`src/hdl/rtc_pkg.sv`:
```
`default_nettype none
package rtc_pkg;
  localparam int unsigned CLK_HZ  = 20_000_000;
  localparam int unsigned RTCC_HZ = 32_768;

  localparam logic [31:0] CR_ADDR     = 32'h4000_5200;
  localparam logic [31:0] ECR_ADDR    = 32'h4000_5204;
  localparam logic [31:0] SCNT_ADDR   = 32'h4000_5208;
  localparam logic [31:0] SEC_ADDR    = 32'h4000_520C;
  localparam logic [31:0] MIN_ADDR    = 32'h4000_5210;
  localparam logic [31:0] HOUR_ADDR   = 32'h4000_5214;
  localparam logic [31:0] DAY_ADDR    = 32'h4000_5218;
  localparam logic [31:0] WEEK_ADDR   = 32'h4000_521C;
  localparam logic [31:0] MONTH_ADDR  = 32'h4000_5220;
  localparam logic [31:0] YEAR_ADDR   = 32'h4000_5224;
  localparam logic [31:0] ALMIN_ADDR  = 32'h4000_5228;
  localparam logic [31:0] ALHOUR_ADDR = 32'h4000_522C;
  localparam logic [31:0] ALWEEK_ADDR = 32'h4000_5230;

  localparam int HOLD_BIT       = 0;
  localparam int HOLD_VALID_BIT = 1;
  localparam int RUN_BIT        = 4;
  localparam int ALARM_MATCH_ENABLE_BIT       = 8;
  localparam int ALARM_IRQ_ENABLE_BIT      = 9;
  localparam int TWENTYFOUR_HOUR_SEL_BIT       = 10;
  localparam int PIS_LSB        = 12;
  localparam int PFLAG_BIT      = 16;
  localparam int AFLAG_BIT      = 17;
  localparam int FLAG_LANE      = 2;
  localparam int TRIM_SIGN_BIT  = 6;
  localparam int TRIM_INT_BIT   = 7;
  localparam int PM_BIT         = 5;

  localparam logic [2:0] PI_SEC  = 3'h1;
  localparam logic [2:0] PI_MIN  = 3'h2;
  localparam logic [2:0] PI_HOUR = 3'h3;
  localparam logic [2:0] PI_DAY  = 3'h4;

  localparam logic [15:0] SUB_TOP   = 16'h7FFF;
  localparam logic [7:0]  BCD_ZERO  = 8'h00;
  localparam logic [7:0]  BCD_ONE   = 8'h01;
  localparam logic [7:0]  SEC_MAX   = 8'h59;
  localparam logic [7:0]  SLOT_20   = 8'h20;
  localparam logic [7:0]  SLOT_40   = 8'h40;
  localparam logic [7:0]  H24_MAX   = 8'h23;
  localparam logic [7:0]  H12_NOON  = 8'h12;
  localparam logic [7:0]  H12_ELVN  = 8'h11;
  localparam logic [7:0]  WEEK_MAX  = 8'h06;
  localparam logic [7:0]  MONTH_MAX = 8'h12;
  localparam logic [7:0]  YEAR_MAX  = 8'h99;
  localparam logic [7:0]  DAY_MAX   = 8'h31;
  localparam logic [7:0]  DAY_30    = 8'h30;
  localparam logic [7:0]  DAY_29    = 8'h29;
  localparam logic [7:0]  DAY_28    = 8'h28;
  localparam logic [7:0]  FEB       = 8'h02;
  localparam logic [7:0]  APR       = 8'h04;
  localparam logic [7:0]  JUN       = 8'h06;
  localparam logic [7:0]  SEP       = 8'h09;
  localparam logic [7:0]  NOV       = 8'h11;

  typedef struct packed {
    logic [7:0] year;
    logic [7:0] month;
    logic [7:0] week;
    logic [7:0] day;
    logic [7:0] hour;
    logic [7:0] min;
    logic [7:0] sec;
  } time_t;

  localparam time_t TIME_RST = '{year: 8'h00, month: 8'h01, week: 8'h00, day: 8'h01,
                                 hour: 8'h12, min: 8'h00, sec: 8'h00};

  typedef enum logic [1:0] {HOLD_IDLE, HOLD_WAIT, HOLD_READY} hold_state_t;
endpackage
`default_nettype wire

```
`src/hdl/rtc_calendar_with_trim.sv`:
```
// Our own choice: the Avalon-MM interface to the registers.
`default_nettype none
// Overview of operation
// software masks irq before changing interval select
// hour and alarm hour convert on format change
// software masks irq around alarm enable change
// alarm enable held zero while programming alarms
// hold valid flag readable once hold active
// sub-counter keeps running; software ends hold quickly
// hold valid within two rtcc clocks
// overflow during hold applied after release
// second write clears sub-counter and pending
// sub-counter may exceed 8000h under correction
// seconds bcd 00-59, bad writes ignored
// minutes bcd 00-59, count on second wrap
// write wins over same-cycle lower overflow
// weekday 0-6 counts with day
// weekday never derived from date
// month bcd 01-12, bad writes ignored
// year bcd 00-99, bad writes ignored
// 12-hour mode bit 5 is pm
// correction once per minute or thrice
// software picks thrice mode above 63.1 ppm
// signed seven-bit correction value decode
// no correction when magnitude bits 5:1 zero
// only power-on reset initialises the clock
// 32768 counts per second plus correction
// month lengths with leap february
module rtc_calendar_with_trim #(
  parameter int unsigned CLK_HZ  = rtc_pkg::CLK_HZ,
  parameter int unsigned RTCC_HZ = rtc_pkg::RTCC_HZ
) (
  // clock and power-on reset
  input  wire logic        MCLK_I,
  input  wire logic        SRST_I,
  // avalon-mm slave
  input  wire logic [31:0] AVS_ADDRESS_I,
  input  wire logic        AVS_READ_I,
  input  wire logic        AVS_WRITE_I,
  input  wire logic [31:0] AVS_WRITEDATA_I,
  input  wire logic [3:0]  AVS_BYTEENABLE_I,
  output logic      [31:0] AVS_READDATA_O,
  output logic             AVS_WAITREQUEST_O
);
  localparam logic [24:0] ACC_STEP = 25'(RTCC_HZ);
  localparam logic [24:0] ACC_MOD  = 25'(CLK_HZ);
  localparam int HOLD_WAIT_MAX = 700;

  function automatic logic [7:0] bcd_inc(input logic [7:0] v);
    bcd_inc = (v[3:0] == 4'h9) ? {v[7:4] + 4'h1, 4'h0} : {v[7:4], v[3:0] + 4'h1};
  endfunction

  function automatic logic bcd_ok(input logic [7:0] v, input logic [7:0] lo,
                                  input logic [7:0] hi);
    bcd_ok = (v[3:0] <= 4'h9) && (v[7:4] <= 4'h9) && (v >= lo) && (v <= hi);
  endfunction

  function automatic logic [4:0] bcd2bin(input logic [7:0] v);
    bcd2bin = 5'({4'h0, v[7:4]} * 8'h0A + {4'h0, v[3:0]});
  endfunction

  function automatic logic [7:0] bin2bcd(input logic [4:0] b);
    bin2bcd = {4'(b / 5'd10), 4'(b % 5'd10)};
  endfunction

  function automatic logic [7:0] hour_to24(input logic [7:0] h);
    logic [4:0] b;
    b = bcd2bin({3'h0, h[4:0]});
    if (b == 5'd12) b = 5'd0;
    if (h[rtc_pkg::PM_BIT]) b = b + 5'd12;
    hour_to24 = bin2bcd(b);
  endfunction

  function automatic logic [7:0] hour_to12(input logic [7:0] h);
    logic [4:0] b;
    logic       pm;
    b  = bcd2bin(h);
    pm = (b >= 5'd12);
    if (pm) b = b - 5'd12;
    if (b == 5'd0) b = 5'd12;
    hour_to12 = bin2bcd(b);
    hour_to12[rtc_pkg::PM_BIT] = pm;
  endfunction

  function automatic logic [7:0] hour_inc(input logic [7:0] h, input logic h24);
    logic [7:0] low;
    logic [7:0] nxt;
    low = {3'h0, h[4:0]};
    nxt = bcd_inc(low);
    if (h24)
      hour_inc = (h == rtc_pkg::H24_MAX) ? rtc_pkg::BCD_ZERO : bcd_inc(h);
    else if (low == rtc_pkg::H12_NOON)
      hour_inc = {2'b00, h[rtc_pkg::PM_BIT], rtc_pkg::BCD_ONE[4:0]};
    else if (low == rtc_pkg::H12_ELVN)
      hour_inc = {2'b00, ~h[rtc_pkg::PM_BIT], rtc_pkg::H12_NOON[4:0]};
    else
      hour_inc = {2'b00, h[rtc_pkg::PM_BIT], nxt[4:0]};
  endfunction

  function automatic logic hour_ok(input logic [7:0] h, input logic h24);
    if (h24)
      hour_ok = bcd_ok(h, rtc_pkg::BCD_ZERO, rtc_pkg::H24_MAX);
    else
      hour_ok = (h[7:6] == 2'b00) &&
                bcd_ok({3'h0, h[4:0]}, rtc_pkg::BCD_ONE, rtc_pkg::H12_NOON);
  endfunction

  function automatic logic [7:0] days_in(input logic [7:0] m, input logic [7:0] y);
    logic leap;
    // 10t+u is divisible by 4 when 2t+u is
    leap = (2'({y[4], 1'b0}) + y[1:0]) == 2'b00;
    if (m == rtc_pkg::FEB)
      days_in = leap ? rtc_pkg::DAY_29 : rtc_pkg::DAY_28;
    else if (m == rtc_pkg::APR || m == rtc_pkg::JUN || m == rtc_pkg::SEP ||
             m == rtc_pkg::NOV)
      days_in = rtc_pkg::DAY_30;
    else
      days_in = rtc_pkg::DAY_MAX;
  endfunction

  function automatic logic [31:0] merge(input logic [31:0] old, input logic [31:0] wd,
                                        input logic [3:0] be);
    merge = old;
    for (int i = 0; i < 4; i++) begin
      if (be[i]) merge[i*8 +: 8] = wd[i*8 +: 8];
    end
  endfunction

  rtc_pkg::time_t       tm;
  rtc_pkg::hold_state_t hold_state;
  logic [24:0]          acc;
  logic                 tick;
  logic [15:0]          sub;
  logic                 pending;
  logic                 hold_req;
  logic                 run;
  logic                 alarm_match_enable;
  logic                 alarm_irq_enable;
  logic                 twentyfour_hour_sel;
  logic [2:0]           pis;
  logic                 pflag;
  logic                 aflag;
  logic [7:0]           trim;
  logic [7:0]           almin;
  logic [7:0]           alhour;
  logic [6:0]           alweek;
  logic                 min_tick;
  logic                 hold_valid;
  logic [31:0]          cr_rd;
  logic [31:0]          cr_new;
  logic [31:0]          rd_val;
  logic [7:0]           wd;
  logic                 done;
  logic                 wb0;
  logic                 w_cr;
  logic                 w_sec_ok;
  logic                 twentyfour_hour_sel_flip;
  logic signed [8:0]    corr;
  logic                 trim_slot;
  logic [15:0]          sub_limit;
  logic                 sec_ovf;
  logic                 sec_step;
  logic                 c_sec;
  logic                 c_min;
  logic                 c_hr;
  logic                 c_day;
  logic                 c_mon;
  logic                 p_event;
  logic                 al_event;
  logic                 flag_clr_p;
  logic                 flag_clr_a;

  // bus decode; a write lands at the edge where waitrequest is seen low
  assign done = (AVS_READ_I | AVS_WRITE_I) && !AVS_WAITREQUEST_O;
  assign wd   = AVS_WRITEDATA_I[7:0];
  assign wb0  = done && AVS_WRITE_I && AVS_BYTEENABLE_I[0];
  assign w_cr = done && AVS_WRITE_I && (AVS_ADDRESS_I == rtc_pkg::CR_ADDR);
  assign cr_new = merge(cr_rd, AVS_WRITEDATA_I, AVS_BYTEENABLE_I);
  assign twentyfour_hour_sel_flip = w_cr && (cr_new[rtc_pkg::TWENTYFOUR_HOUR_SEL_BIT] != twentyfour_hour_sel);
  assign w_sec_ok = wb0 && (AVS_ADDRESS_I == rtc_pkg::SEC_ADDR) &&
                    bcd_ok(wd, rtc_pkg::BCD_ZERO, rtc_pkg::SEC_MAX);
  assign flag_clr_p = w_cr && AVS_BYTEENABLE_I[rtc_pkg::FLAG_LANE] &&
                      AVS_WRITEDATA_I[rtc_pkg::PFLAG_BIT];
  assign flag_clr_a = w_cr && AVS_BYTEENABLE_I[rtc_pkg::FLAG_LANE] &&
                      AVS_WRITEDATA_I[rtc_pkg::AFLAG_BIT];

  always_ff @(posedge MCLK_I) begin
    if (SRST_I) begin
      AVS_WAITREQUEST_O <= 1'b1;
      AVS_READDATA_O    <= '0;
    end else if ((AVS_READ_I | AVS_WRITE_I) && AVS_WAITREQUEST_O) begin
      AVS_WAITREQUEST_O <= 1'b0;
      AVS_READDATA_O    <= rd_val;
    end else begin
      AVS_WAITREQUEST_O <= 1'b1;
    end
  end

  always_comb begin
    cr_rd = '0;
    cr_rd[rtc_pkg::HOLD_BIT]       = hold_req;
    cr_rd[rtc_pkg::HOLD_VALID_BIT] = hold_valid;
    cr_rd[rtc_pkg::RUN_BIT]        = run;
    cr_rd[rtc_pkg::ALARM_MATCH_ENABLE_BIT]       = alarm_match_enable;
    cr_rd[rtc_pkg::ALARM_IRQ_ENABLE_BIT]      = alarm_irq_enable;
    cr_rd[rtc_pkg::TWENTYFOUR_HOUR_SEL_BIT]       = twentyfour_hour_sel;
    cr_rd[rtc_pkg::PIS_LSB +: 3]   = pis;
    cr_rd[rtc_pkg::PFLAG_BIT]      = pflag;
    cr_rd[rtc_pkg::AFLAG_BIT]      = aflag;
  end

  always_comb begin
    rd_val = '0;
    case (AVS_ADDRESS_I)
      rtc_pkg::CR_ADDR:     rd_val = cr_rd;
      rtc_pkg::ECR_ADDR:    rd_val[7:0] = trim;
      rtc_pkg::SCNT_ADDR:   rd_val[15:0] = sub;
      rtc_pkg::SEC_ADDR:    rd_val[7:0] = tm.sec;
      rtc_pkg::MIN_ADDR:    rd_val[7:0] = tm.min;
      rtc_pkg::HOUR_ADDR:   rd_val[7:0] = tm.hour;
      rtc_pkg::DAY_ADDR:    rd_val[7:0] = tm.day;
      rtc_pkg::WEEK_ADDR:   rd_val[7:0] = tm.week;
      rtc_pkg::MONTH_ADDR:  rd_val[7:0] = tm.month;
      rtc_pkg::YEAR_ADDR:   rd_val[7:0] = tm.year;
      rtc_pkg::ALMIN_ADDR:  rd_val[7:0] = almin;
      rtc_pkg::ALHOUR_ADDR: rd_val[7:0] = alhour;
      rtc_pkg::ALWEEK_ADDR: rd_val[6:0] = alweek;
      default:              rd_val = '0;
    endcase
  end

  // control; srst is the power-on / wake-up reset, no system reset reaches here
  always_ff @(posedge MCLK_I) begin
    if (SRST_I) begin
      hold_req <= 1'b0;
      run      <= 1'b0;
      alarm_match_enable     <= 1'b0;
      alarm_irq_enable    <= 1'b0;
      twentyfour_hour_sel     <= 1'b0;
      pis      <= '0;
      trim     <= '0;
    end else begin
      if (w_cr) begin
        hold_req <= cr_new[rtc_pkg::HOLD_BIT];
        run      <= cr_new[rtc_pkg::RUN_BIT];
        alarm_match_enable     <= cr_new[rtc_pkg::ALARM_MATCH_ENABLE_BIT];
        alarm_irq_enable    <= cr_new[rtc_pkg::ALARM_IRQ_ENABLE_BIT];
        twentyfour_hour_sel     <= cr_new[rtc_pkg::TWENTYFOUR_HOUR_SEL_BIT];
        pis      <= cr_new[rtc_pkg::PIS_LSB +: 3];
      end
      if (wb0 && AVS_ADDRESS_I == rtc_pkg::ECR_ADDR) trim <= wd;
    end
  end

  // flags: a same-cycle event beats the write-one clear
  always_comb begin
    unique case (pis)
      rtc_pkg::PI_SEC:  p_event = c_sec;
      rtc_pkg::PI_MIN:  p_event = c_min;
      rtc_pkg::PI_HOUR: p_event = c_hr;
      rtc_pkg::PI_DAY:  p_event = c_day;
      default:          p_event = 1'b0;
    endcase
  end

  assign al_event = min_tick && alarm_match_enable && tm.min == almin && tm.hour == alhour &&
                    alweek[tm.week[2:0]];

  always_ff @(posedge MCLK_I) begin
    if (SRST_I) begin
      pflag    <= 1'b0;
      aflag    <= 1'b0;
      min_tick <= 1'b0;
    end else begin
      pflag    <= p_event | (pflag & ~flag_clr_p);
      aflag    <= al_event | (aflag & ~flag_clr_a);
      min_tick <= c_min;
    end
  end

  // rtcc tick: exact fractional divider, jitter of one mclk period
  assign tick = (acc + ACC_STEP) >= ACC_MOD;

  always_ff @(posedge MCLK_I) begin
    if (SRST_I) acc <= '0;
    else if (tick) acc <= acc + ACC_STEP - ACC_MOD;
    else acc <= acc + ACC_STEP;
  end

  // hold handshake
  always_ff @(posedge MCLK_I) begin
    if (SRST_I) hold_state <= rtc_pkg::HOLD_IDLE;
    else begin
      unique case (hold_state)
        rtc_pkg::HOLD_IDLE:
          if (hold_req) hold_state <= rtc_pkg::HOLD_WAIT;
        rtc_pkg::HOLD_WAIT:
          if (!hold_req) hold_state <= rtc_pkg::HOLD_IDLE;
          else if (tick) hold_state <= rtc_pkg::HOLD_READY;
        rtc_pkg::HOLD_READY:
          if (!hold_req) hold_state <= rtc_pkg::HOLD_IDLE;
      endcase
    end
  end

  assign hold_valid = (hold_state == rtc_pkg::HOLD_READY);

  // correction decode
  always_comb begin
    if (trim[5:1] == 5'h00) corr = '0;
    else if (!trim[rtc_pkg::TRIM_SIGN_BIT]) corr = $signed({2'b00, trim[5:0] - 6'h1, 1'b0});
    else corr = -$signed({2'b00, ~trim[5:0] + 6'h1, 1'b0});
  end

  assign trim_slot = (tm.sec == rtc_pkg::BCD_ZERO) ||
                     (!trim[rtc_pkg::TRIM_INT_BIT] &&
                      (tm.sec == rtc_pkg::SLOT_20 || tm.sec == rtc_pkg::SLOT_40));
  assign sub_limit = trim_slot ? rtc_pkg::SUB_TOP + 16'(corr) : rtc_pkg::SUB_TOP;
  assign sec_ovf   = run && tick && (sub >= sub_limit);

  // sub-counter runs through a hold; only the carry is deferred
  always_ff @(posedge MCLK_I) begin
    if (SRST_I) sub <= '0;
    else if (w_sec_ok) sub <= '0;
    else if (sec_ovf) sub <= '0;
    else if (run && tick) sub <= sub + 16'h1;
  end

  always_ff @(posedge MCLK_I) begin
    if (SRST_I) pending <= 1'b0;
    else if (w_sec_ok) pending <= 1'b0;
    else if (sec_ovf && hold_req) pending <= 1'b1;
    else if (!hold_req) pending <= 1'b0;
  end

  assign sec_step = !hold_req && (sec_ovf || pending);
  assign c_sec = sec_step && !w_sec_ok;
  assign c_min = c_sec && tm.sec == rtc_pkg::SEC_MAX;
  assign c_hr  = c_min && !(wb0 && AVS_ADDRESS_I == rtc_pkg::MIN_ADDR) &&
                 tm.min == rtc_pkg::SEC_MAX;
  assign c_day = c_hr && !(wb0 && AVS_ADDRESS_I == rtc_pkg::HOUR_ADDR) &&
                 tm.hour == (twentyfour_hour_sel ? rtc_pkg::H24_MAX :
                             {2'b00, 1'b1, rtc_pkg::H12_ELVN[4:0]});
  assign c_mon = c_day && !(wb0 && AVS_ADDRESS_I == rtc_pkg::DAY_ADDR) &&
                 tm.day == days_in(tm.month, tm.year);

  // calendar counters; a valid write always beats the carry
  always_ff @(posedge MCLK_I) begin
    if (SRST_I) begin
      tm     <= rtc_pkg::TIME_RST;
      almin  <= '0;
      alhour <= rtc_pkg::TIME_RST.hour;
      alweek <= '0;
    end else begin
      if (w_sec_ok) tm.sec <= wd;
      else if (c_sec) tm.sec <= (tm.sec == rtc_pkg::SEC_MAX) ? rtc_pkg::BCD_ZERO : bcd_inc(tm.sec);
      if (wb0 && AVS_ADDRESS_I == rtc_pkg::MIN_ADDR) begin
        if (bcd_ok(wd, rtc_pkg::BCD_ZERO, rtc_pkg::SEC_MAX)) tm.min <= wd;
      end else if (c_min) begin
        tm.min <= (tm.min == rtc_pkg::SEC_MAX) ? rtc_pkg::BCD_ZERO : bcd_inc(tm.min);
      end
      if (twentyfour_hour_sel_flip) begin
        tm.hour <= twentyfour_hour_sel ? hour_to12(tm.hour) : hour_to24(tm.hour);
        alhour  <= twentyfour_hour_sel ? hour_to12(alhour) : hour_to24(alhour);
      end else begin
        if (wb0 && AVS_ADDRESS_I == rtc_pkg::HOUR_ADDR) begin
          if (hour_ok(wd, twentyfour_hour_sel)) tm.hour <= wd;
        end else if (c_hr) begin
          tm.hour <= hour_inc(tm.hour, twentyfour_hour_sel);
        end
        if (wb0 && AVS_ADDRESS_I == rtc_pkg::ALHOUR_ADDR && hour_ok(wd, twentyfour_hour_sel)) alhour <= wd;
      end
      if (wb0 && AVS_ADDRESS_I == rtc_pkg::DAY_ADDR) begin
        if (bcd_ok(wd, rtc_pkg::BCD_ONE, rtc_pkg::DAY_MAX)) tm.day <= wd;
      end else if (c_day) begin
        tm.day <= c_mon ? rtc_pkg::BCD_ONE : bcd_inc(tm.day);
      end
      // weekday moves only by its own count or a write
      if (wb0 && AVS_ADDRESS_I == rtc_pkg::WEEK_ADDR) begin
        if (bcd_ok(wd, rtc_pkg::BCD_ZERO, rtc_pkg::WEEK_MAX)) tm.week <= wd;
      end else if (c_day) begin
        tm.week <= (tm.week == rtc_pkg::WEEK_MAX) ? rtc_pkg::BCD_ZERO : tm.week + 8'h01;
      end
      if (wb0 && AVS_ADDRESS_I == rtc_pkg::MONTH_ADDR) begin
        if (bcd_ok(wd, rtc_pkg::BCD_ONE, rtc_pkg::MONTH_MAX)) tm.month <= wd;
      end else if (c_mon) begin
        tm.month <= (tm.month == rtc_pkg::MONTH_MAX) ? rtc_pkg::BCD_ONE : bcd_inc(tm.month);
      end
      if (wb0 && AVS_ADDRESS_I == rtc_pkg::YEAR_ADDR) begin
        if (bcd_ok(wd, rtc_pkg::BCD_ZERO, rtc_pkg::YEAR_MAX)) tm.year <= wd;
      end else if (c_mon && tm.month == rtc_pkg::MONTH_MAX) begin
        tm.year <= (tm.year == rtc_pkg::YEAR_MAX) ? rtc_pkg::BCD_ZERO : bcd_inc(tm.year);
      end
      if (wb0 && AVS_ADDRESS_I == rtc_pkg::ALMIN_ADDR &&
          bcd_ok(wd, rtc_pkg::BCD_ZERO, rtc_pkg::SEC_MAX)) almin <= wd;
      if (wb0 && AVS_ADDRESS_I == rtc_pkg::ALWEEK_ADDR) alweek <= wd[6:0];
    end
  end
endmodule
`default_nettype wire

```
`config.mk`:
```
export PLATFORM = sky130hd
export DESIGN_NAME = rtc_calendar_with_trim
export DESIGN_NICKNAME = d
export VERILOG_FILES = /design/src/hdl/rtc_pkg.sv /design/src/hdl/rtc_calendar_with_trim.sv
export SDC_FILE = /design/constraint.sdc
export NUM_CORES = 1
export LEC_CHECK = 0
export BUFFER_PORTS_ARGS = -buffer_cell sky130_fd_sc_hd__buf_2
export CAP_MARGIN = 20
export CELL_PAD_IN_SITES_DETAIL_PLACEMENT = 2
export CELL_PAD_IN_SITES_GLOBAL_PLACEMENT = 2
export CORE_ASPECT_RATIO = 1.25
export CORE_MARGIN = 1.5
export CORE_UTILIZATION = 36
export CTS_CLUSTER_DIAMETER = 60
export DETAILED_ROUTE_END_ITERATION = 8
export PLACE_DENSITY = 0.86
export SETUP_SLACK_MARGIN = 0.3
export SKIP_LAST_GASP = 1
export SLEW_MARGIN = 20
export SYNTH_ARGS = -nofsm -noshare
export SYNTH_HDL_FRONTEND = slang
export SYNTH_SLANG_ARGS = --single-unit
```
`constraint.sdc`:
```
create_clock -name MCLK_I -period 5.9 [get_ports MCLK_I]
set_clock_uncertainty 0.05 [all_clocks]
set_input_delay 0 -clock MCLK_I [delete_from_list [all_inputs] [get_ports MCLK_I]]
set_output_delay 0 -clock MCLK_I [all_outputs]
set_load 0.005 [all_outputs]
```
==> results of run 1 <==
[metal layers]
layer,vias to the layer above,wire [um],part of all wire [%]
li1,6209,-,-
met1,7036,21700,39
met2,481,28200,51
met3,164,3010,5.4
met4,0,2680,4.8
met5,-,0,0
[kinds of logic after synthesis]
kind of cell	after synthesis	share of synthesized area [%]
xor+xnor	95	6.84
buf+inv	192	6.29
flops	153	23.9
fa+ha+maj	87	8.61
simple gates	694	27.4
compound gates	426	23.9
mux	37	3.02
other cells	1	0.0293
[sequential cells by signal (all words and copies together), names as in the netlist, 2 cells and up]
name / flops
pis: 3
alweek: 7
AVS_READDATA_O: 18
acc: 17
almin: 8
trim: 8
hold_state: 2
sub: 16
tm: 56
alhour: 8
[final cells by class]
type	instances	share of cell area, %
Clock buffer	19	3.16
Clock inverter	13	1.00
Inverter	68	1.78
Multi-Input combinational cell	1353	63.2
Sequential cell	153	21.4
Tap cell	474	4.14
Timing Repair Buffer	119	5.29
[cells in the final DEF, fill, tap and decap left out, drive strengths merged, types with 8 or more instances in the layout]
cell           n
nor2         181
nand2        160
dfxtp        153
buf          106
a21oi        101
ha            84
inv           70
nor3          69
nand3         67
xnor2         64
o21ai         53
mux2i         33
a211oi        32
nand4         31
nor4          31
xor2          28
a221oi        25
and3          23
and2          23
a22oi         23
or3           21
a21o          20
a31oi         20
clkbuf        19
o31ai         19
a22o          18
conb          14
nor2b         13
dlygate4sd3   13
or2           13
nor4b         11
a2111oi       11
nand2b        10
o211ai        10
nor3b         10
o22ai          9
a211o          8
[timing repair]
item | 4_1_cts | 5_1_grt
hold buffers | 13 | 0
gates resized for setup | 2 | 13
setup buffers | 0 | 3
endpoints found under the setup margin | 3 | 45
pin swaps | 0 | 3
hold endpoints to repair | 15 | 0
[tightest hold or removal path, stage by stage]
cell	delay [ns]
buf_2	0.29
nand2_1	0.14
a21oi_1	0.06
[metrics by stage]
step                      hold WS, ns  total power, mW  cell area, um^2
after floorplan                0.0939             1.15            12800
after global placement          0.189             1.20            13500
final                          0.0187             2.37            14300
after detailed placement        0.205             1.21            13500
after global routing           0.0339             2.42            14300
after CTS                    0.000762             2.37            14200
[final timing paths]
kind                           start  slack [ns]   endpoint  cells past startpoint
setup / recovery              tm[20]        0.53     tm[17]                     18
setup reg to reg              tm[20]        0.53     tm[17]                     18
hold reg to reg            alweek[5]        0.43  alweek[5]                      2
hold / removal    AVS_WRITEDATA_I[1]        0.02    trim[1]                      3
[power by group]
group	switching (mW)	internal, mW	leakage [nW]	total, mW
Clock	0.517	0.648	0.282	1.16
Sequential	0.00882	1.04	1.23	1.05
Combinational	0.109	0.0448	3.85	0.153
Total	0.635	1.73	5.36	2.37
==> impl_results.md, run 1 <==
- Post-DRT Antenna Nets: 0
- Grt total ovfl: 0
- Data arrival, critical path: 5.67 ns
- Cts bufs inserted: 17
- Total GRT Usage: 30.2%
- Antenna violations before repair: 1
- WL/cell: 25.3 um
- Max-cap viol count: 0
- Clk Latency, worst-skew pair: 0.46 ns
- Final Core Density: 40.8%
- Area grow syn2layout: 12.0%
- Row count: 77
- Distinct cells, synth: 99
- DRT Wirelength: 55600 um
- Worst slack, placed: 0.128 ns
- Relative slew slack: 38.8%
- First-pass GRT wire length: 85400 um
- Area share of the leading cell type in the synthesized netlist: 23.9%
- Die height: 214 um
- Syn Std Cell Area: 12800 um^2
- # setup viols final: 0
- Port Buffers: 73
- Seq/Total Area, Yosys: 23.9%
- CP bufs+invs: 0
- Ys flop type: dfxtp_1
- Fin. max-slew vios: 0
- Pre-antenna DRT Iters: 6
- Number of global-route vias before repair: 15000
- Sink count of the clock tree: 153
- Endpoint type of the worst setup path: flip-flop
- Largest net degree at the start of global routing: 75
- Synth cell count leaders: nor2_1 (179), nand2_1 (160), dfxtp_1 (153)
- Drt drc: 0
- CTS clk-pin slew, worst paths: 0.07 ns
- YS warnings: 0
- Sequential cell area: 3070 um^2
- RD Place Congestion: 0.941
- Post-synth top area cell: dfxtp_1
- Layout cell share with drive strength beyond 1: 11.7%
- Met3 Use GR: 4.13%
- Ant diodes: 0
- Dpl hpwl: 39900 um
- CTS max path bufs: 2
- CTS tree: done
- Vias: 13900
- Power density cells: 165 nW/um^2
- NumNets Final: 1870
- Max incr delay on CP: 0.72 ns
- Ys async rst share: 0%
- RSZ-0062 raised after global routing: yes
- Via/cell ratio: 6.32
- CP startpoint kind: flip-flop
- Post-route insts no fill: 2199
- Status: finished clean
- Root buffer cell: clkbuf_16
- Post-synth EDFFs: 0
- M2 GR Usage: 54.9%
- Most numerous cell in the Yosys netlist: nor2_1
- Final hold viol count: 0
- Top post-synthesis cells by area: dfxtp_1 (24%), ha_1 (8.2%), nor2_1 (5.3%)
- Syn_area_per_cell: 7.59 um^2
- Max IR drop VDD: 211 uV
- Final worst slack: 0.533 ns
- Filler cells: 4089
- Die Wd: 172 um
- HP Class: input port to flip-flop
- Critical Path Fanout Max: 10
- I/O pin total: 105
- CP delay by family, top: adder cells
- Met1 GRT Util: 34.0%
- # placed instances: 2151
- Worst path required time: 6.20 ns
- Cell count after synthesis: 1685
- Yosys reg bits: 153
- Crit path kind: flip-flop to flip-flop
- Leak: 5.36 nW
- Core Area: 35200 um^2
- Worst path slowest cell: fa_1
- Worst Tran Pin Value: 0.918 ns
- H-tree depth: 4
- Area occupied by multi-input gates: 9060 um^2
- Period utilization: 91.0%
- Grt peak-use layer: met2
- Setup TNS: 0 ns
- Cell Chain, Critical Path: ha_2, fa_1, ha_2, or3b_2, o221ai_1, o21ai_4, a21oi_2, ha_1, nor2_1, nand3_1, a21oi_2, nor4_2, nor2_1, ha_1, or3_1, nor4_1, o311ai_1, o32a_1
- Die ar.: 36700 um^2
- Initial Utilization: 36.4%
- Final min period: 5.37 ns
- Max Fclk: 186 MHz
- Drt initial violations: 789
Power figures use the tool's default switching activity.
==> run 2, diff against run 1 <==
--- a/config.mk
+++ b/config.mk
@@ -5,16 +5,17 @@
 export SDC_FILE = /design/constraint.sdc
 export NUM_CORES = 1
 export LEC_CHECK = 0
+export ABC_AREA = 1
 export BUFFER_PORTS_ARGS = -buffer_cell sky130_fd_sc_hd__buf_2
 export CAP_MARGIN = 20
 export CELL_PAD_IN_SITES_DETAIL_PLACEMENT = 2
 export CELL_PAD_IN_SITES_GLOBAL_PLACEMENT = 2
 export CORE_ASPECT_RATIO = 1.25
 export CORE_MARGIN = 1.5
-export CORE_UTILIZATION = 36
+export CORE_UTILIZATION = 34
 export CTS_CLUSTER_DIAMETER = 60
 export DETAILED_ROUTE_END_ITERATION = 8
-export PLACE_DENSITY = 0.86
+export PLACE_DENSITY = 0.87
 export SETUP_SLACK_MARGIN = 0.3
 export SKIP_LAST_GASP = 1
 export SLEW_MARGIN = 20
==> run 2 against run 1 <==
Effect of this change: final cell count rose by 14%; fmax grew 2.8%; critical path depth increased by 9; sequential power about the same; count of clock-buffer cells in the layout increased by 1; largest power group unchanged; hold slack worse by 0.0063 ns; first-iteration DRC count up 14%; sequential cell count is the same; design area down 2.6%.
==> impl_results.md, run 2 <==
- Largest family of logic cells by synthesized area: simple AND/OR/NAND/NOR gates (unchanged)
- I/O pin total: 105 (unchanged)
- Port Buffers: 73 (unchanged)
- Area grow syn2layout: 12.1% (was 12.0%)
- FF-to-FF path depth: 27 (was 18)
- Cts bufs inserted: 17 (unchanged)
- CP startpoint: trim[0] (was tm[20])
- Initial Utilization: 34.4% (was 36.4%)
- Seq/Total Area, Yosys: 24.6% (was 23.9%)
- Max Fclk: 192 MHz (was 186 MHz)
- Post-synth top area cell: dfxtp_1 (unchanged)
- Largest net degree at the start of global routing: 80 (was 75)
- Reg2reg start: trim[0] (was tm[20])
- Area occupied by multi-input gates: 8060 um^2 (was 9060 um^2)
- Hold Path Depth: 5 (was 3)
- Cell count after synthesis: 1942 (was 1685)
- Largest Register: tm (unchanged)
- Filler cells: 4449 (was 4089)
- Syn Std Cell Area: 12400 um^2 (was 12800 um^2)
- Most common cell after layout, fill and taps aside: nand2_1 (was nor2_1)
- CTS clk-pin slew, worst paths: 0.07 ns (about the same)
- Vias: 14900 (was 13900)
- NumNets Final: 2158 (was 1870)
- WL/cell: 24.1 um (was 25.3 um)
- Status: finished clean (unchanged)
- Top post-synthesis cells by area: dfxtp_1 (25%), nand2_1 (10%), inv_1 (8.5%) (was dfxtp_1 (24%), ha_1 (8.2%), nor2_1 (5.3%))
- Reg-to-reg endpoint: tm[28] (was tm[17])
- Via/cell ratio: 5.96 (was 6.32)
- Syn_area_per_cell: 6.41 um^2 (was 7.59 um^2)
- Most frequent cells in the layout: nand2_1 (338), inv_1 (283), nor2_1 (204), o21ai_0 (154), dfxtp_1 (153) (was nor2_1 (179), nand2_1 (160), dfxtp_1 (151), a21oi_1 (97), ha_1 (82))
- Grt total ovfl: 0 (unchanged)
- Most numerous cell in the Yosys netlist: nand2_1 (was nor2_1)
- Tot Pwr: 2.41 mW (was 2.37 mW)
- Max incr delay on CP: 0.35 ns (was 0.72 ns)
- Clk Latency, worst-skew pair: 0.47 ns (was 0.46 ns)
- Leak: 6.03 nW (was 5.36 nW)
- CP bufs+invs: 4 (was 0)
- Number of global-route vias before repair: 16400 (was 15000)
- Worst path slowest cell: nor4_1 (was fa_1)
- Fin. max-slew vios: 0 (unchanged)
- Max IR drop VDD: 188 uV (was 211 uV)
- Power density cells: 173 nW/um^2 (was 165 nW/um^2)
- Die height: 217 um (was 214 um)
- Total GRT Usage: 31.5% (was 30.2%)
- Grt peak-use layer: met2 (unchanged)
- Sw Pwr: 0.686 mW (was 0.635 mW)
- Flop-to-flop setup slack: 0.68 ns (was 0.53 ns)
- Int Power: 1.73 mW (about the same)
- DRT Wirelength: 60200 um (was 55600 um)
- Max-cap viol count: 0 (unchanged)
- H-tree depth: 4 (unchanged)
- Worst Tran Pin Value: 0.974 ns (was 0.918 ns)
- # setup viols final: 0 (unchanged)
- CP delay by family, top: simple AND/OR/NAND/NOR gates (was adder cells)
- Final hold viol count: 0 (unchanged)
- Clock power share: 49.3% (was 49.2%)
- Die ar.: 37800 um^2 (was 36700 um^2)
- Ys async rst share: 0% (unchanged)
- Relative slew slack: 35.0% (was 38.8%)
- Pre-antenna DRT Iters: 5 (was 6)
- Worst path required time: 6.21 ns (was 6.20 ns)
- Final Core Density: 38.5% (was 40.8%)
- Combinational Power Share: 7.4% (was 6.5%)
- Die Wd: 174 um (was 172 um)
- Endpoint type of the worst setup path: flip-flop (unchanged)
- Post-synthesis mux area share: 0.0905% (was 3.02%)
- Distinct cells, synth: 61 (was 99)
- Synth Area in Adders: 8.77% (was 8.61%)
- Area share of the leading cell type in the synthesized netlist: 24.6% (was 23.9%)
- HP Class: input port to flip-flop (unchanged)
- YS warnings: 0 (unchanged)
- Ys flop type: dfxtp_1 (unchanged)
- Setup TNS: 0 ns (unchanged)
- Xor/xnor share of the synthesized area: 3.17% (was 6.84%)
- Met3 Use GR: 5.99% (was 4.13%)
- Sequential cell area: 3060 um^2 (was 3070 um^2)
- Post-synth EDFFs: 0 (unchanged)
- Sw Share: 28.4% (was 26.8%)
- Synth Area in Compound Gates: 21.0% (was 23.9%)
- Drt initial violations: 902 (was 789)
- Layout cell share with drive strength beyond 1: 8.00% (was 11.7%)
- Synth cell count leaders: nand2_1 (338), inv_1 (283), nor2_1 (206) (was nor2_1 (179), nand2_1 (160), dfxtp_1 (153))
- CP startpoint kind: flip-flop (unchanged)
- Drt drc: 0 (unchanged)
- Yosys reg bits: 153 (unchanged)
- Sink count of the clock tree: 153 (unchanged)
- Crit path kind: flip-flop to flip-flop (unchanged)
- WHS Endpoint: twentyfour_hour_sel (was trim[1])
- Core Area: 36200 um^2 (was 35200 um^2)
- Data arrival, critical path: 5.52 ns (was 5.67 ns)
- RSZ-0062 raised after global routing: no (was yes)
- Largest regs: tm (56), AVS_READDATA_O (18), acc (17) (unchanged)
- RD Place Congestion: 0.944 (was 0.941)
- Sequential power share: 43.3% (was 44.3%)
- Hold wc startpoint: AVS_WRITEDATA_I[10] (was AVS_WRITEDATA_I[1])
- First-pass GRT wire length: 93500 um (was 85400 um)
- Row count: 78 (was 77)
- CTS max path bufs: 2 (unchanged)
- Period utilization: 88.4% (was 91.0%)
- Critical Path Fanout Max: 7 (was 10)
- Met1 GRT Util: 34.2% (was 34.0%)
- Simple-gate share of the synthesized area: 31.0% (was 27.4%)
- Post-DRT Antenna Nets: 0 (unchanged)
- M2 GR Usage: 56.9% (was 54.9%)
- CTS tree: done (unchanged)
- Max reg flops: 56 (unchanged)
- Antenna violations before repair: 4 (was 1)
- Root buffer cell: clkbuf_16 (unchanged)
- Dpl hpwl: 41200 um (was 39900 um)
- Final min period: 5.22 ns (was 5.37 ns)
[run 2: cell count changes after synthesis, sizes merged, moves of 21 or more]
cell / previous run / this run
xnor2: 64 / 13
a22oi: 23 / 0
o21ai: 53 / 162
or3: 21 / 0
o22ai: 9 / 46
clkbuf: 88 / 44
mux2i: 33 / 0
inv: 68 / 287
nor2: 181 / 216
nand3: 67 / 146
and3: 23 / 2
nand2: 160 / 343
a21oi: 101 / 133
[run 2: tightest hold or removal path: cells and delay by family]
kind / cells / cell delay, ns
compound gates: 1 / 0.06
buf+inv: 1 / 0.11
simple gates: 3 / 0.30
[run 2: cell families after synthesis]
kind of cell    after synthesis
mux                           1
other cells                   1
flops                       153
fa+ha+maj                    86
simple gates                852
xor+xnor                     45
compound gates              447
buf+inv                     357
[run 2: routing by layer]
metal / routed length, um / up-vias
met2: 30600 / 533
met1: 23200 / 7428
li1: - / 6675
met5: 18 / -
met4: 3490 / 2
met3: 2910 / 241
[run 2: power groups by stage]
stage	Clock, mW	Sequential (mW)	Combinational, mW
global placement	0	1.07	0.149
global route	1.23	1.05	0.188
floorplan	0	1.07	0.0884
finish	1.19	1.05	0.178
CTS	1.19	1.04	0.170
detailed placement	0	1.07	0.157
[run 2: layout make-up]
class | count | area share, %
multi-input cells | 1445 | 57.7
flip-flops and latches | 153 | 22.0
inverters | 290 | 7.80
well taps | 480 | 4.30
repair buffers | 93 | 3.93
clock buffers | 20 | 3.20
clock inverters | 12 | 1.02
diodes | 3 | 0.0538
[run 2: worst max-delay path by stage]
stage                     endpoint  slack [ns]  depth (start not counted)
after detailed placement    tm[45]        0.59                         25
after global routing         tm[5]        0.34                         24
after global placement      tm[47]        0.87                         26
final                       tm[28]        0.68                         27
after floorplan             tm[46]        2.03                         25
after CTS                   tm[45]        0.45                         25
[run 2: what timing repair did]
item | in CTS | in global routing
setup buffers | 0 | 0
hold buffers | 13 | 0
gates resized for setup | 0 | 6
setup endpoints to repair | 0 | 23
hold endpoints to repair | 20 | 0
[run 2: per-stage QoR]
stage	std cells	hold slack, ns	cell area, um^2	worst slack (ns)
2_1_floorplan	1955	0.109	12500	2.03
3_3_place_gp	2448	0.260	13200	0.867
3_5_place_dp	2448	0.270	13200	0.588
4_1_cts	2493	0.00402	13900	0.454
5_1_grt	2496	0.0210	14000	0.343
6_report	2496	0.0125	14000	0.682
==> run 3, diff against run 2 <==
--- a/config.mk
+++ b/config.mk
@@ -6,15 +6,15 @@
 export NUM_CORES = 1
 export LEC_CHECK = 0
 export ABC_AREA = 1
-export BUFFER_PORTS_ARGS = -buffer_cell sky130_fd_sc_hd__buf_2
 export CAP_MARGIN = 20
 export CELL_PAD_IN_SITES_DETAIL_PLACEMENT = 2
 export CELL_PAD_IN_SITES_GLOBAL_PLACEMENT = 2
 export CORE_ASPECT_RATIO = 1.25
 export CORE_MARGIN = 1.5
-export CORE_UTILIZATION = 34
+export CORE_UTILIZATION = 36
 export CTS_CLUSTER_DIAMETER = 60
 export DETAILED_ROUTE_END_ITERATION = 8
+export DONT_BUFFER_PORTS = 1
 export PLACE_DENSITY = 0.87
 export SETUP_SLACK_MARGIN = 0.3
 export SKIP_LAST_GASP = 1
==> run 3 against run 2 <==
Effect of this change: sequential power about the same; non-clock buffer count shrank 60; global-route usage grew 2.5 points; register-to-register slack got worse by 0.17 ns; wire length grew 1.1%; sequential share of layout area grew 0.42 points; combinational power decreased by 14%; count of clock-buffer cells in the layout shrank 1; via count fell by 1.1%; fmax down 3.2%; utilization rose by 2.0 points; first-iteration DRC count up 20%; largest power group unchanged.
==> impl_results.md, run 3 (synthesis results as in run 2) <==
- DRT Wirelength: 60900 um (was 60200 um)
- Post-place instance area: 12800 um^2 (was 13200 um^2)
- Vias: 14700 (was 14900)
- Reg2reg start: trim[0] (unchanged)
- Final Core Density: 40.5% (was 38.5%)
- Max Fclk: 185 MHz (was 192 MHz)
- Max IR drop VDD: 178 uV (was 188 uV)
- Drt initial violations: 1081 (was 902)
- Max reg flops: 56 (unchanged)
- Total GRT Usage: 34.0% (was 31.5%)
- Cell area after layout: 13700 um^2 (was 14000 um^2)
- Endpoint type of the worst setup path: flip-flop (unchanged)
- Reg-to-reg endpoint: tm[52] (was tm[28])
- Top sig layer: met5 (unchanged)
- H-tree depth: 4 (unchanged)
- Port Buffers: 0 (was 73)
- Most common cell after layout, fill and taps aside: nand2_1 (unchanged)
- Sw Share: 28.7% (was 28.4%)
- Data arrival, critical path: 5.69 ns (was 5.52 ns)
- Post-DRT Antenna Nets: 0 (unchanged)
- Most used cell, CP: nand2_1
- Grt total ovfl: 0 (unchanged)
- Worst path slowest cell: dfxtp_1 (was nor4_1)
- HP Class: input port to flip-flop (unchanged)
- Number of global-route vias before repair: 16300 (was 16400)
- CP endpoint: tm[52] (was tm[28])
- First-pass GRT wire length: 93700 um (was 93500 um)
- Met2 wire length: 30400 um (was 30600 um)
- Clock power share: 50.4% (was 49.3%)
- Largest Register: tm (unchanged)
- Sink count of the clock tree: 153 (unchanged)
- CP startpoint kind: flip-flop (unchanged)
- CP startpoint: trim[0] (unchanged)
- Period utilization: 91.4% (was 88.4%)
- Max-cap viol count: 0 (unchanged)
- RD Place Congestion: 0.909 (was 0.944)
- Cts bufs inserted: 17 (unchanged)
- Max incr delay on CP: 0.35 ns (about the same)
- Die Wd: 169 um (was 174 um)
- Crit path kind: flip-flop to flip-flop (unchanged)
- Flop-to-flop setup slack: 0.51 ns (was 0.68 ns)
- Setup bufs post-CTS: 0 (unchanged)
- Worst Tran Pin Value: 1.10 ns (was 0.974 ns)
- Critical Path Fanout Max: 14 (was 7)
- Most frequent cells in the layout: nand2_1 (338), inv_1 (283), nor2_1 (202), dfxtp_1 (153), o21ai_0 (153) (was nand2_1 (338), inv_1 (283), nor2_1 (204), o21ai_0 (154), dfxtp_1 (153))
- Area grow syn2layout: 10.0% (was 12.1%)
- Leak: 5.79 nW (was 6.03 nW)
- CTS max path bufs: 2 (unchanged)
- RSZ-0062 raised after global routing: no (unchanged)
- I/O pin total: 105 (unchanged)
- Worst path required time: 6.20 ns (was 6.21 ns)
- Status: finished clean (unchanged)
- Initial Utilization: 36.8% (was 34.4%)
- FF-to-FF path depth: 27 (unchanged)
- Combinational Power Share: 6.3% (was 7.4%)
- Final min period: 5.39 ns (was 5.22 ns)
- Drt drc: 0 (unchanged)
- Die height: 211 um (was 217 um)
- Pre-antenna DRT Iters: 5 (unchanged)
- Die ar.: 35700 um^2 (was 37800 um^2)
- Worst hold slack: 0.0171 ns (was 0.0125 ns)
- Ant diodes: 0 (was 3)
- CTS tree: done (unchanged)
- Layout cell share with drive strength beyond 1: 4.76% (was 8.00%)
- Row count: 75 (was 78)
- Dpl hpwl: 40800 um (was 41200 um)
- Sw Pwr: 0.694 mW (was 0.686 mW)
- Root buffer cell: clkbuf_16 (unchanged)
- # setup viols final: 0 (unchanged)
- Int Power: 1.72 mW (was 1.73 mW)
- WL/cell: 25.6 um (was 24.1 um)
- Relative slew slack: 25.9% (was 35.0%)
- Fin. max-slew vios: 0 (unchanged)
- CTS clk-pin slew, worst paths: 0.08 ns (was 0.07 ns)
- WL met3: 3700 um (was 2910 um)
- Core Area: 33800 um^2 (was 36200 um^2)
- Final hold viol count: 0 (unchanged)
- Clk Latency, worst-skew pair: 0.47 ns (about the same)
- Sequential power share: 43.3% (about the same)
- Largest net degree at the start of global routing: 81 (was 80)
- Antenna violations before repair: 1 (was 4)
- Setup TNS: 0 ns (unchanged)
- NumNets Final: 2098 (was 2158)
- Power density cells: 177 nW/um^2 (was 173 nW/um^2)
- Largest regs: tm (56), AVS_READDATA_O (18), acc (17) (unchanged)
- Via/cell ratio: 6.20 (was 5.96)
- Met1 wire length: 22500 um (was 23200 um)
==> run 3: final cells by class <==
| class | count | area [um^2] |
|---|---|---|
| clock inverter | 13 | 158 |
| clock buffer | 19 | 443 |
| tap | 423 | 529 |
| inverter | 290 | 1090 |
| multi-input combinational | 1445 | 8080 |
| sequential | 153 | 3060 |
| fill | 4129 | 20100 |
| timing repair buffer | 33 | 333 |
==> run 3: stage by stage <==
stage	setup WS, ns	power, mW	cells
after floorplan	2.03	1.16	1955
after CTS	0.511	2.39	2376
after global routing	0.234	2.46	2376
after detailed placement	0.646	1.17	2317
after global placement	0.913	1.17	2317
final	0.507	2.42	2376
==> run 3: worst max-delay path: cells and delay by family, from the launching register on <==
kind,cells,cell delay (ns)
flip-flops,1,0.35
AO/OA/AOI/OAI,1,0.35
AND/OR/NAND/NOR,21,3.37
adder cells (fa/ha/maj),2,0.58
XOR/XNOR,1,0.19
buffers and inverters,2,0.37
==> run 3: power by group through the flow <==
| stage | Sequential (mW) | Clock, mW | Combinational (mW) |
|---|---|---|---|
| global route | 1.05 | 1.25 | 0.161 |
| detailed placement | 1.07 | 0 | 0.105 |
| floorplan | 1.07 | 0 | 0.0884 |
| finish | 1.05 | 1.22 | 0.153 |
| CTS | 1.05 | 1.19 | 0.145 |
| global placement | 1.07 | 0 | 0.0991 |
==> run 3: worst min-delay path by stage <==
stage	to	startpoint	slack, ns	cells past startpoint
3_5_place_dp	AVS_READDATA_O[5]	SRST_I	0.03	1
3_3_place_gp	tm[2]	SRST_I	0.03	1
5_1_grt	alhour[5]	AVS_WRITEDATA_I[5]	0.007	4
4_1_cts	tm[35]	AVS_WRITEDATA_I[3]	0.004	4
6_report	alhour[5]	AVS_WRITEDATA_I[5]	0.02	4
2_1_floorplan	tm[15]	AVS_WRITEDATA_I[7]	0.11	2
==> run 3: layer usage <==
layer,up-vias,GRT usage [%]
li1,6535,-
met1,7303,36.1
met2,601,60.7
met3,280,6.52
met4,2,23.1
met5,-,0
==> run 3: timing repair <==
action                                  in CTS  in global routing
gates resized for setup                      0                 12
hold buffers                                27                  0
endpoints found under the hold margin      102                  0
endpoints found under the setup margin       0                 41
